### src/include/slp_pkg.sv
// package for the status LED pattern generator
// assumes a 100 MHz sys_clk; all pattern times are in milliseconds
package slp_pkg;
   // =====================================================
   // timing
   localparam int unsigned CLK_HZ          = 100_000_000;
   localparam int unsigned TICK_MS         = 1;
   localparam int unsigned TICK_CYCLES     = CLK_HZ / 1000 * TICK_MS;
   localparam logic [16:0] TICK_LAST       = 17'(TICK_CYCLES - 1);
   localparam int unsigned BLINK_MS        = 200;
   localparam int unsigned FLICKER_MS      = 50;
   localparam int unsigned FLASH_ON_MS     = 200;
   localparam int unsigned FLASH_GAP_MS    = 200;
   localparam int unsigned FLASH_OFF_MS    = 1000;
   localparam int unsigned APL_OFF_MS      = 2000;
   localparam int unsigned APL_ON_MS       = 500;
   localparam int unsigned APL_GAP_MS      = 500;
   localparam int unsigned ACT_PULSE_MS    = 50;

   // =====================================================
   // patterns
   typedef enum logic [2:0] {
      slp_pat_off,
      slp_pat_on,
      slp_pat_blink,
      slp_pat_flicker,
      slp_pat_single,
      slp_pat_double,
      slp_pat_long1,
      slp_pat_long2
   } slp_pat_t;

   typedef enum logic [2:0] {
      slp_run_init,
      slp_run_preop,
      slp_run_boot,
      slp_run_safeop,
      slp_run_op
   } slp_run_state_t;

   // application indicator inputs
   typedef struct packed {
      logic initialised;
      logic init_error;
      logic first_port_cfg_error;
      logic second_port_cfg_error;
      logic first_port_cyclic;
      logic second_port_cyclic;
      logic gateway_running;
   } slp_apl_status_t;

   // master-mode inputs
   typedef struct packed {
      slp_run_state_t run_state;
      logic           comm_error;
      logic           link_up;
      logic           frame_activity;
   } slp_rte_status_t;

   typedef struct packed {
      logic apl_green;
      logic apl_red;
      logic run_green;
      logic err_red;
      logic link_green;
      logic act_yellow;
   } slp_leds_t;
endpackage

### src/verilog/slp_pattern.sv
// one indicator pattern sequencer, stepped by the ms tick
// assumes tick is a one-cycle pulse on sys_clk
`timescale 1ns/1ps
`default_nettype none
module slp_pattern (
   input  wire logic             sys_clk,
   input  wire logic             rst,
   input  wire logic             tick,
   input  wire slp_pkg::slp_pat_t pat,
   output var  logic             lit
);
   import slp_pkg::*;
   slp_pat_t    last_pat;
   logic [11:0] ms;
   logic [1:0]  phase;
   logic [11:0] phase_len;
   logic        phase_lit;
   logic [1:0]  last_phase;
   logic        restart;
   logic        phase_end;

   // =====================================================
   // phase table: length and level for each pattern/phase
   function automatic logic [12:0] phase_info(input slp_pat_t p, input logic [1:0] ph);
      case (p)
         slp_pat_blink:   phase_info = {ph[0] ? 1'b0 : 1'b1, 12'(BLINK_MS)};
         slp_pat_flicker: phase_info = {ph[0] ? 1'b0 : 1'b1, 12'(FLICKER_MS)};
         slp_pat_single:  phase_info = ph[0] ? {1'b0, 12'(FLASH_OFF_MS)}
                                             : {1'b1, 12'(FLASH_ON_MS)};
         slp_pat_double:  phase_info = (ph == 2'd3) ? {1'b0, 12'(FLASH_OFF_MS)}
                                     : (ph == 2'd1) ? {1'b0, 12'(FLASH_GAP_MS)}
                                     : {1'b1, 12'(FLASH_ON_MS)};
         slp_pat_long1:   phase_info = ph[0] ? {1'b1, 12'(APL_ON_MS)}
                                             : {1'b0, 12'(APL_OFF_MS)};
         slp_pat_long2:   phase_info = (ph == 2'd0) ? {1'b0, 12'(APL_OFF_MS)}
                                     : (ph == 2'd2) ? {1'b0, 12'(APL_GAP_MS)}
                                     : {1'b1, 12'(APL_ON_MS)};
         slp_pat_on:      phase_info = {1'b1, 12'h001};
         default:         phase_info = {1'b0, 12'h001};
      endcase
   endfunction

   assign {phase_lit, phase_len} = phase_info(pat, phase);
   assign last_phase = (pat == slp_pat_double || pat == slp_pat_long2) ? 2'd3 : 2'd1;
   assign restart    = (pat != last_pat);
   assign phase_end  = tick && (ms >= phase_len - 12'h1);

   always_ff @(posedge sys_clk or posedge rst) begin
      if (rst) begin
         last_pat <= slp_pat_off;
         ms       <= '0;
         phase    <= '0;
         lit      <= 1'b0;
      end else begin
         last_pat <= pat;
         if (restart) begin
            ms    <= '0;
            phase <= '0;
         end else if (phase_end) begin
            ms    <= '0;
            phase <= (phase == last_phase) ? 2'd0 : phase + 2'd1;
         end else if (tick) begin
            ms    <= ms + 12'h1;
         end
         lit <= restart ? phase_info(pat, 2'd0) >> 12 == 13'h1 : phase_lit;
      end
   end
endmodule // slp_pattern
`default_nettype wire

### src/verilog/slp_tick.sv
// millisecond tick divider
// assumes sys_clk at the package clock rate
`timescale 1ns/1ps
`default_nettype none
module slp_tick (
   input  wire logic sys_clk,
   input  wire logic rst,
   output var  logic tick
);
   import slp_pkg::*;
   logic [16:0] count;

   always_ff @(posedge sys_clk or posedge rst) begin
      if (rst) begin
         count <= '0;
         tick  <= 1'b0;
      end else begin
         tick  <= (count == TICK_LAST);
         count <= (count == TICK_LAST) ? 17'h0 : count + 17'h1;
      end
   end
endmodule // slp_tick
`default_nettype wire

### src/verilog/slp_top.sv
// status LED pattern generator: application and master-mode indicators
// assumes status inputs come from other logic on sys_clk; leds drive pins
// Operation
// - both ports cyclic, gateway running: steady green
// - first port not cyclic: green long-off, one flash
// - second port not cyclic: green long-off, two flashes
// - first port config bad: red, one flash
// - second port config bad: red, two flashes
// - initialisation failure: steady red
// - run indicator dark in INIT
// - run indicator blinks in PRE-OPERATIONAL
// - run indicator flickers in boot state
// - run indicator single-flashes in SAFE-OPERATIONAL
// - run indicator steady in OPERATIONAL
// - error indicator red on communication error
// - link indicator lit while link established
// - activity indicator flashes on frame traffic
// - blink: 200 ms on, 200 ms off
// - flicker: 50 ms on, 50 ms off
// - single flash: 200 ms on, 1000 ms off
// - double flash: two 200 ms flashes, 1000 ms off
`timescale 1ns/1ps
`default_nettype none
module slp_top (
   input  wire logic                    sys_clk,
   input  wire logic                    rst,
   input  wire slp_pkg::slp_apl_status_t apl_status,
   input  wire slp_pkg::slp_rte_status_t rte_status,
   output var  slp_pkg::slp_leds_t      leds
);
   import slp_pkg::*;

   // =====================================================
   // application indicator selection
   logic     tick;
   slp_pat_t apl_pat;
   logic     apl_is_red;
   slp_pat_t run_pat;
   logic     apl_lit;
   logic     run_lit;
   logic [6:0] act_ms;
   logic       act_lit;

   assign apl_is_red = apl_status.init_error
                    || (apl_status.initialised
                        && (apl_status.first_port_cfg_error || apl_status.second_port_cfg_error));

   // priority chain: init error first, steady green last
   assign apl_pat = apl_status.init_error                  ? slp_pat_on    :
                    !apl_status.initialised                 ? slp_pat_off   :
                    apl_status.first_port_cfg_error         ? slp_pat_long1 :
                    apl_status.second_port_cfg_error        ? slp_pat_long2 :
                    !apl_status.first_port_cyclic           ? slp_pat_long1 :
                    !apl_status.second_port_cyclic          ? slp_pat_long2 :
                    apl_status.gateway_running              ? slp_pat_on    :
                    slp_pat_off;

   // =====================================================
   // run indicator selection
   assign run_pat = (rte_status.run_state == slp_run_preop)  ? slp_pat_blink   :
                    (rte_status.run_state == slp_run_boot)   ? slp_pat_flicker :
                    (rte_status.run_state == slp_run_safeop) ? slp_pat_single  :
                    (rte_status.run_state == slp_run_op)     ? slp_pat_on      :
                    slp_pat_off;

   slp_tick u_tick (
      .sys_clk (sys_clk),
      .rst     (rst),
      .tick    (tick)
   );

   slp_pattern u_apl (
      .sys_clk (sys_clk),
      .rst     (rst),
      .tick    (tick),
      .pat     (apl_pat),
      .lit     (apl_lit)
   );

   slp_pattern u_run (
      .sys_clk (sys_clk),
      .rst     (rst),
      .tick    (tick),
      .pat     (run_pat),
      .lit     (run_lit)
   );

   // =====================================================
   // activity: visible pulse started only from idle, then forced dark gap
   // so continuous traffic still looks like flashing
   // counter must hold twice the pulse length, so it is one bit wider than the pulse alone
   assign act_lit = (act_ms > 7'(ACT_PULSE_MS));

   always_ff @(posedge sys_clk or posedge rst) begin
      if (rst) begin
         act_ms <= '0;
      end else if (act_ms == 7'h0) begin
         if (rte_status.frame_activity) begin
            act_ms <= 7'(2 * ACT_PULSE_MS);
         end
      end else if (tick) begin
         act_ms <= act_ms - 7'h1;
      end
   end

   // =====================================================
   // output flops; the pattern lit level is delayed one cycle here
   always_ff @(posedge sys_clk or posedge rst) begin
      if (rst) begin
         leds <= '0;
      end else begin
         leds.apl_green  <= apl_lit && !apl_is_red;
         leds.apl_red    <= apl_lit && apl_is_red;
         leds.run_green  <= run_lit;
         leds.err_red    <= rte_status.comm_error;
         leds.link_green <= rte_status.link_up;
         leds.act_yellow <= act_lit;
      end
   end

   // =====================================================
   // checks
   property p_err_follows;
      @(posedge sys_clk) disable iff (rst)
         rte_status.comm_error |=> leds.err_red;
   endproperty
   a_err_follows: assert property (p_err_follows) else $error("error led not red");

   property p_link_follows;
      @(posedge sys_clk) disable iff (rst)
         !rte_status.link_up |=> !leds.link_green;
   endproperty
   a_link_follows: assert property (p_link_follows) else $error("link led lit without link");

   property p_init_dark;
      @(posedge sys_clk) disable iff (rst)
         (rte_status.run_state == slp_run_init)[*3] |-> !leds.run_green;
   endproperty
   a_init_dark: assert property (p_init_dark) else $error("run led lit in init");

   property p_op_steady;
      @(posedge sys_clk) disable iff (rst)
         (rte_status.run_state == slp_run_op)[*4] |-> leds.run_green;
   endproperty
   a_op_steady: assert property (p_op_steady) else $error("run led not steady in op");

   property p_init_err_red;
      @(posedge sys_clk) disable iff (rst)
         apl_status.init_error[*4] |-> leds.apl_red && !leds.apl_green;
   endproperty
   a_init_err_red: assert property (p_init_err_red) else $error("apl not steady red");

   property p_never_both;
      @(posedge sys_clk) disable iff (rst)
         !(leds.apl_red && leds.apl_green);
   endproperty
   a_never_both: assert property (p_never_both) else $error("apl both colours");

   property p_green_steady;
      @(posedge sys_clk) disable iff (rst)
         (apl_status.initialised && !apl_status.init_error && !apl_status.first_port_cfg_error
          && !apl_status.second_port_cfg_error && apl_status.first_port_cyclic
          && apl_status.second_port_cyclic && apl_status.gateway_running)[*4] |-> leds.apl_green;
   endproperty
   a_green_steady: assert property (p_green_steady) else $error("apl not steady green");

   property p_tick_period;
      @(posedge sys_clk) disable iff (rst)
         tick |=> !tick[*8];
   endproperty
   a_tick_period: assert property (p_tick_period) else $error("tick too frequent");

   property p_act_flash;
      @(posedge sys_clk) disable iff (rst)
         (act_ms == 7'h0 && rte_status.frame_activity) |=> ##1 leds.act_yellow;
   endproperty
   a_act_flash: assert property (p_act_flash) else $error("activity not flashed");

   c_red_cfg:  cover property (@(posedge sys_clk) disable iff (rst) apl_pat == slp_pat_long2 && apl_is_red);
   c_safeop:   cover property (@(posedge sys_clk) disable iff (rst) run_pat == slp_pat_single && leds.run_green);
   c_flicker:  cover property (@(posedge sys_clk) disable iff (rst) run_pat == slp_pat_flicker && leds.run_green);
   c_activity: cover property (@(posedge sys_clk) disable iff (rst) leds.act_yellow);
endmodule // slp_top
`default_nettype wire
### config.mk
export PLATFORM = sky130hd
export DESIGN_NAME = slp_top
export DESIGN_NICKNAME = d
export VERILOG_FILES = /design/src/include/slp_pkg.sv /design/src/verilog/slp_pattern.sv /design/src/verilog/slp_tick.sv /design/src/verilog/slp_top.sv
export SDC_FILE = /design/constraint.sdc
export NUM_CORES = 1
export LEC_CHECK = 0
export ABC_AREA = 1
export ABC_CLOCK_PERIOD_IN_PS = 3400
export BUFFER_PORTS_ARGS = -buffer_cell sky130_fd_sc_hd__clkbuf_2
export CAP_MARGIN = 10
export CORE_MARGIN = 1.5
export CORE_UTILIZATION = 48
export CTS_BUF_LIST = sky130_fd_sc_hd__clkbuf_8 sky130_fd_sc_hd__clkbuf_16
export CTS_CLUSTER_DIAMETER = 30
export DETAILED_ROUTE_END_ITERATION = 6
export PLACE_DENSITY = 0.65
export SLEW_MARGIN = 20
export SYNTH_ARGS = -nofsm -noshare
export SYNTH_HDL_FRONTEND = slang
export SYNTH_SLANG_ARGS = --single-unit
export TNS_END_PERCENT = 50
### constraint.sdc
create_clock -name sys_clk -period 3.4 [get_ports sys_clk]
set_input_delay 0.17 -clock sys_clk [delete_from_list [all_inputs] [get_ports sys_clk]]
set_output_delay 0.17 -clock sys_clk [all_outputs]
set_load 0.01 [all_outputs]
* After elaboration in Yosys (flattened, before gate mapping)
Index checks and enable logic that the tools add are counted.
** Storage, ports and cells
- Flip-flop bits (word level) :: 67
- Output and inout bits :: 6
- Bits in latches :: 0
- Memory bits (read-only) :: 0
- Logic and storage cells :: 130
- Bits in writable memories :: 0
- Memories kept :: 0
** Cells by class
- Muxes and demuxes :: 49
- Multipliers :: 0
- Order comparisons :: 3
- Equality and inequality tests :: 30
- Add/sub/neg operators :: 8
- Shifts and indexed selects :: 0
- Reduce and logical (&&, ||, !) cells :: 23
- Div/mod/pow operators :: 0
- Bitwise gates (word level) :: 0
** Operator list (number)
- $pmux 13 s7 :: 2
- $mux 13 :: 12
- $pmux 13 s4 :: 2
- $mux 12 :: 6
- $eq 3x3->1 const B :: 9
- $mux 3 :: 9
- $add 12x1->12 const B :: 2
- $ge 12x12->1 :: 2
- $sub 12x1->12 const B :: 2
- $mux 7 :: 3
- $eq 3x2->1 const B :: 6
- $add 17x1->17 const B :: 1
- $eq 17x17->1 const B :: 1
- $mux 17 :: 1
- $mux 2 :: 8
- $eq 3x1->1 const B :: 3
- $eq 2x2->1 const B :: 4
- $gt 7x6->1 const B :: 1
- $logic_not 7->1 :: 1
- $sub 7x1->7 const B :: 1
- $mux 1 :: 6
- $ne 3x3->1 :: 2
- $reduce_bool 2->1 :: 3
- $reduce_bool 3->1 :: 2
- 11 further kinds :: 24

* Depth between registers and ports, before layout
- Depth after elaboration :: 14
- Depth in mapped cells :: 25
- Gate-level depth less buffers :: 25

* Hierarchy
A second synthesis with hierarchy kept.
** Second synthesis, totals
- Cell total of the unflattened synthesis :: 707
- Area, all modules :: 5101.1 µm²
** By module, submodules not included
- slp_pattern :: area each 1649.1 µm², instances 2, cells each 230
- slp_tick :: area each 1002.2 µm², instances 1, cells each 145
- slp_top :: area each 800.8 µm², instances 1, cells each 102

* Worst setup path before layout
Ideal clock, no wire load.
- Path kind :: reg-to-reg
- Start :: register u_apl.phase[0]
- End :: register u_apl.ms[10]
- Data required time :: 3.334 ns
- Setup slack :: 0.953 ns
- Library setup time :: 0.066 ns
- Path buffers :: 1
- Stages on the path, launching flop included :: 21
- Arrival :: 2.381 ns
- Path through :: dfrtp_1 -> inv_1 -> ha_1 -> inv_1 -> nand2_1 -> nand2_1 -> inv_1 -> ha_1 -> inv_1 -> nand2_1 -> nand2_1 -> inv_1 -> ha_1 -> nand4_1 -> nor2_1 -> nand2_1 -> nand3_1 -> nor2_1 -> clkbuf_1 -> nand4_1 -> nand2_1
** Between the ends
- Cells in the longest elaborated chain, start to end :: 8
** Ends and longest elaborated chain
- start, declared :: RTL line slp_pattern.sv:15 : logic [1:0] phase;
- start signal, assigned :: RTL line slp_pattern.sv:61 : phase <= (phase == last_phase) ? 2'd0 : phase + 2'd1;
- $eq 2x2->1 or $logic_not 2->1 (tied branches) :: RTL line slp_pattern.sv:30, slp_pattern.sv:35
- $mux 13 (on tied branches) :: RTL line slp_pattern.sv:30, slp_pattern.sv:35
- $pmux 13 s7 * :: RTL line slp_pattern.sv:25 : case (p)
- $sub 12x1->12 * :: RTL line slp_pattern.sv:46 : assign phase_end = tick && (ms >= phase_len - 12'h1);
- $ge 12x12->1 * :: RTL line slp_pattern.sv:46
- $logic_and 1x1->1 * :: RTL line slp_pattern.sv:46
- $mux 12 :: RTL line slp_pattern.sv:59 : end else if (phase_end) begin
- $mux 12 :: RTL line slp_pattern.sv:56 : if (restart) begin
- end signal, assigned :: RTL line slp_pattern.sv:63 : ms <= ms + 12'h1;
- end, declared :: RTL line slp_pattern.sv:14 : logic [11:0] ms;
Every way passes the cells marked *; elsewhere a longest branch is shown, timed or not.
A chain may end at the register's enable or synchronous reset.

* Worst setup path in the final report
- Start :: register u_apl.phase[0]
- End :: register u_apl.ms[0]
The elaborated chain is that of the path after synthesis.

==> out/qor.yml <==
run_status:
  status: "complete, but fails checks"
  failed_checks: "design-rule violations"
synth:
  syn_avg_cell_area_sq_um: 7.41
  yosys-top-cells-area: "dfrtp_1, nand2_1, ha_1, inv_1, nor2_1"
  synth_seq_cells: 65
  synth.distinct_cells: 36
  synthFlopType: "dfrtp_1"
  postSynthCellCount: 592
  yosysMostFrequentCell: "nand2_1"
  ys_warn_count: 0
  synth_common_cells: "nand2_1, inv_1, dfrtp_1, nor2_1, nand4_1"
  synth_top_area_frac: 0.371
  synthesis.area_sq_mm: 0.00438
  yosysTopAreaCell: "dfrtp_1"
  synthArstFlopShare: 1.00
  yosysSeqAreaShare: 0.371
  synth_edf_count: 0
job:
  drv_cap: 0
die:
  core-area_sq_mm: 0.00881
  start_util: 0.498
  die_y_microns: 98.6
  dieArea_sq_mm: 0.00972
  rows: 34
  io_pins: 21
  die_w_microns: 98.6
sta:
  clock_skew_ns: 0.00996
  setup-tns-final_ns: 0
  max_freq_mhz: 402
  tightestPinTransition_ns: 0.824
  fin_crit_sh: 0.731
  slew_headroom: 0.448
  final-setup-viol-count: 0
  fin_crit_ns: 2.49
  holdWs_ns: 0.0952
  hold_viol: 0
  rsz0062_at_grt: "false"
  report.final.slew_viol_count: 0
worst_setup_path:
  cp-start-kind: "flip-flop"
  required_ns: 3.69
  crit_type: "flip-flop to flip-flop"
  ff2ff_setup_slack_ns: 0.91
  cp-end-kind: "flip-flop"
  path_max_fanout: 12
  critical_path_arrival_ns: 2.77
cts:
  cts_root_buf: "clkbuf_8"
  clk_pin_slew_worst_paths_ns: 0.07
  tritoncts: "yes"
  cts.sinks: 65
  clock_latency_ns: 0.34
  cts_buffer_depth: 2
  cts-buffers-inserted: 9
  htreeDepth: 3
  post_cts_resized: 0
drt:
  ant_nets: 0
  wl_per_cell_microns: 11.8
  route.detailed.drc: 2
  drt_pass1_iterations: 6
  dr_total_vias: 3764
  drtIter0Drc: 162
  maxUsedRoutingLayer: "met4"
  dr_wl_met2_microns: 4090
  wl_met3_microns: 284
  routed_via_density: 5.12
  wl_met1_microns: 4170
  wirelength_microns: 8700
power:
  leakage_uw: 0.00273
  powerDensity_mw_per_mm2: 350
  vdd.ir_drop.worst_mv: 0.207
layout:
  multiInputGateArea_sq_mm: 0.00236
  fillers: 833
  nets: 670
  areaGrowthSynthToFinish_pct: 10.8
  final_layout_size_suffix_gt1_frac: 0.110
  diodes: 0
  instances_no_fill: 735
  regArea_sq_mm: 0.00163
global_route:
  grt_overflow_total: 0
  track_usage: 0.199
  grt_pass1_wl_microns: 15800
  first_global_vias: 3548
  grt_max_degree: 36
  antenna_found_initial: 0
hold_path:
  hold_path.class: "primary input to flip-flop"
placed_design:
  dp_hpwl_microns: 6490
  dp.cells: 716
  place_congestion: 0.844
  portBuffers: 20
[cells by family after synthesis]
group / count (synthesis) / share of synthesized area
other: 1 / 0.000855
adders and majority gates: 33 / 0.0942
buffers and inverters: 103 / 0.0919
xor gates and xnor gates: 32 / 0.0639
and+or+nand+nor: 328 / 0.340
AOI/OAI and AO/OA: 30 / 0.0380
DFF: 65 / 0.371
[cell usage in the layout, fill, tap and decap left out, types with 3 or more instances in the layout]
master,synthesis,final
a21oi_1,12,12
buf_4,1,4
clkbuf_2,0,20
clkbuf_8,0,10
dfrtp_1,65,65
dlygate4sd3_1,0,3
ha_1,33,33
inv_1,88,89
inv_2,5,6
nand2_1,165,165
nand2_2,12,12
nand3_1,33,33
nand3_2,3,3
nand4_1,35,35
nor2_1,60,60
nor3_1,7,7
o21ai_0,10,10
or2_2,3,3
xnor2_1,8,8
xor2_1,24,24
[flip-flops by register name, summed over array words and instances (netlist names)]
register / flops
u_run.ms: 12
u_apl.phase: 2
u_run.last_pat: 3
u_tick.tick: 1
u_apl.lit: 1
act_ms: 7
u_run.phase: 1
u_tick.count: 17
leds: 6
u_run.lit: 1
u_apl.ms: 12
u_apl.last_pat: 2
[report_power, final]
part | switching (uW) | internal [uW]
logic | 124 | 55.8
clock network | 300 | 429
registers | 7.41 | 785
[final timing paths]
kind | from | end | depth (start not counted)
worst max register to register | u_apl.phase[0]$_DFFE_PP0P_ | u_apl.ms[0]$_DFFE_PP0P_ | 20
worst min-delay path | apl_status[6] | u_apl.last_pat[1]$_DFF_PP0_ | 3
worst min register to register | u_run.lit$_DFF_PP0_ | leds[3]$_DFF_PP0_ | 0
max in group asynchronous | rst | u_run.ms[2]$_DFFE_PP0P_ | 4
worst max-delay path | u_apl.phase[0]$_DFFE_PP0P_ | u_apl.ms[0]$_DFFE_PP0P_ | 20
min in group asynchronous | rst | u_tick.count[9]$_DFF_PP0_ | 3
[through the flow]
step / util / total power [uW] / setup slack [ns] / instance area [sq um]
floorplan: - / 942 / 0.953 / 4390
global placement: 0.523 / 983 / 0.867 / 4610
detailed placement: 0.523 / 988 / 0.757 / 4610
CTS: 0.552 / 1730 / 0.893 / 4860
global route: 0.552 / 1790 / 0.590 / 4860
finish: 0.552 / 1700 / 0.914 / 4860
[per-layer routing]
metal,track usage,up-vias
met3,0.0411,11
li1,-,1942
met1,0.260,1750
met2,0.334,61
met4,0.0560,0
met5,0,-
[worst max-delay path, cell delays in order (launching register included)]
cell     delay, ns
dfrtp_1       0.41
inv_1         0.10
ha_1          0.22
inv_1         0.05
nand2_1       0.05
nand2_1       0.08
inv_1         0.05
ha_1          0.20
inv_1         0.08
nand2_1       0.05
nand2_1       0.07
inv_1         0.04
ha_1          0.28
nand4_1       0.10
nor2_1        0.05
nand2_1       0.07
nand3_1       0.06
nor2_1        0.09
buf_4         0.19
nand4_1       0.12
nand2_1       0.08
[layout make-up]
cell class              instances  area share
well taps                     108      0.0278
clock buffers                  10      0.0283
clock inverters                 6      0.0173
flip-flops and latches         65       0.335
multi-input cells             425       0.486
repair buffers                 27      0.0330
inverters                      94      0.0732
[timing repair]
action | in CTS | in global routing
hold endpoints to repair | 32 | 0
hold buffers | 3 | 0
buffers inserted | 0 | 0
No activity file was read; power rests on OpenSTA's default activity.
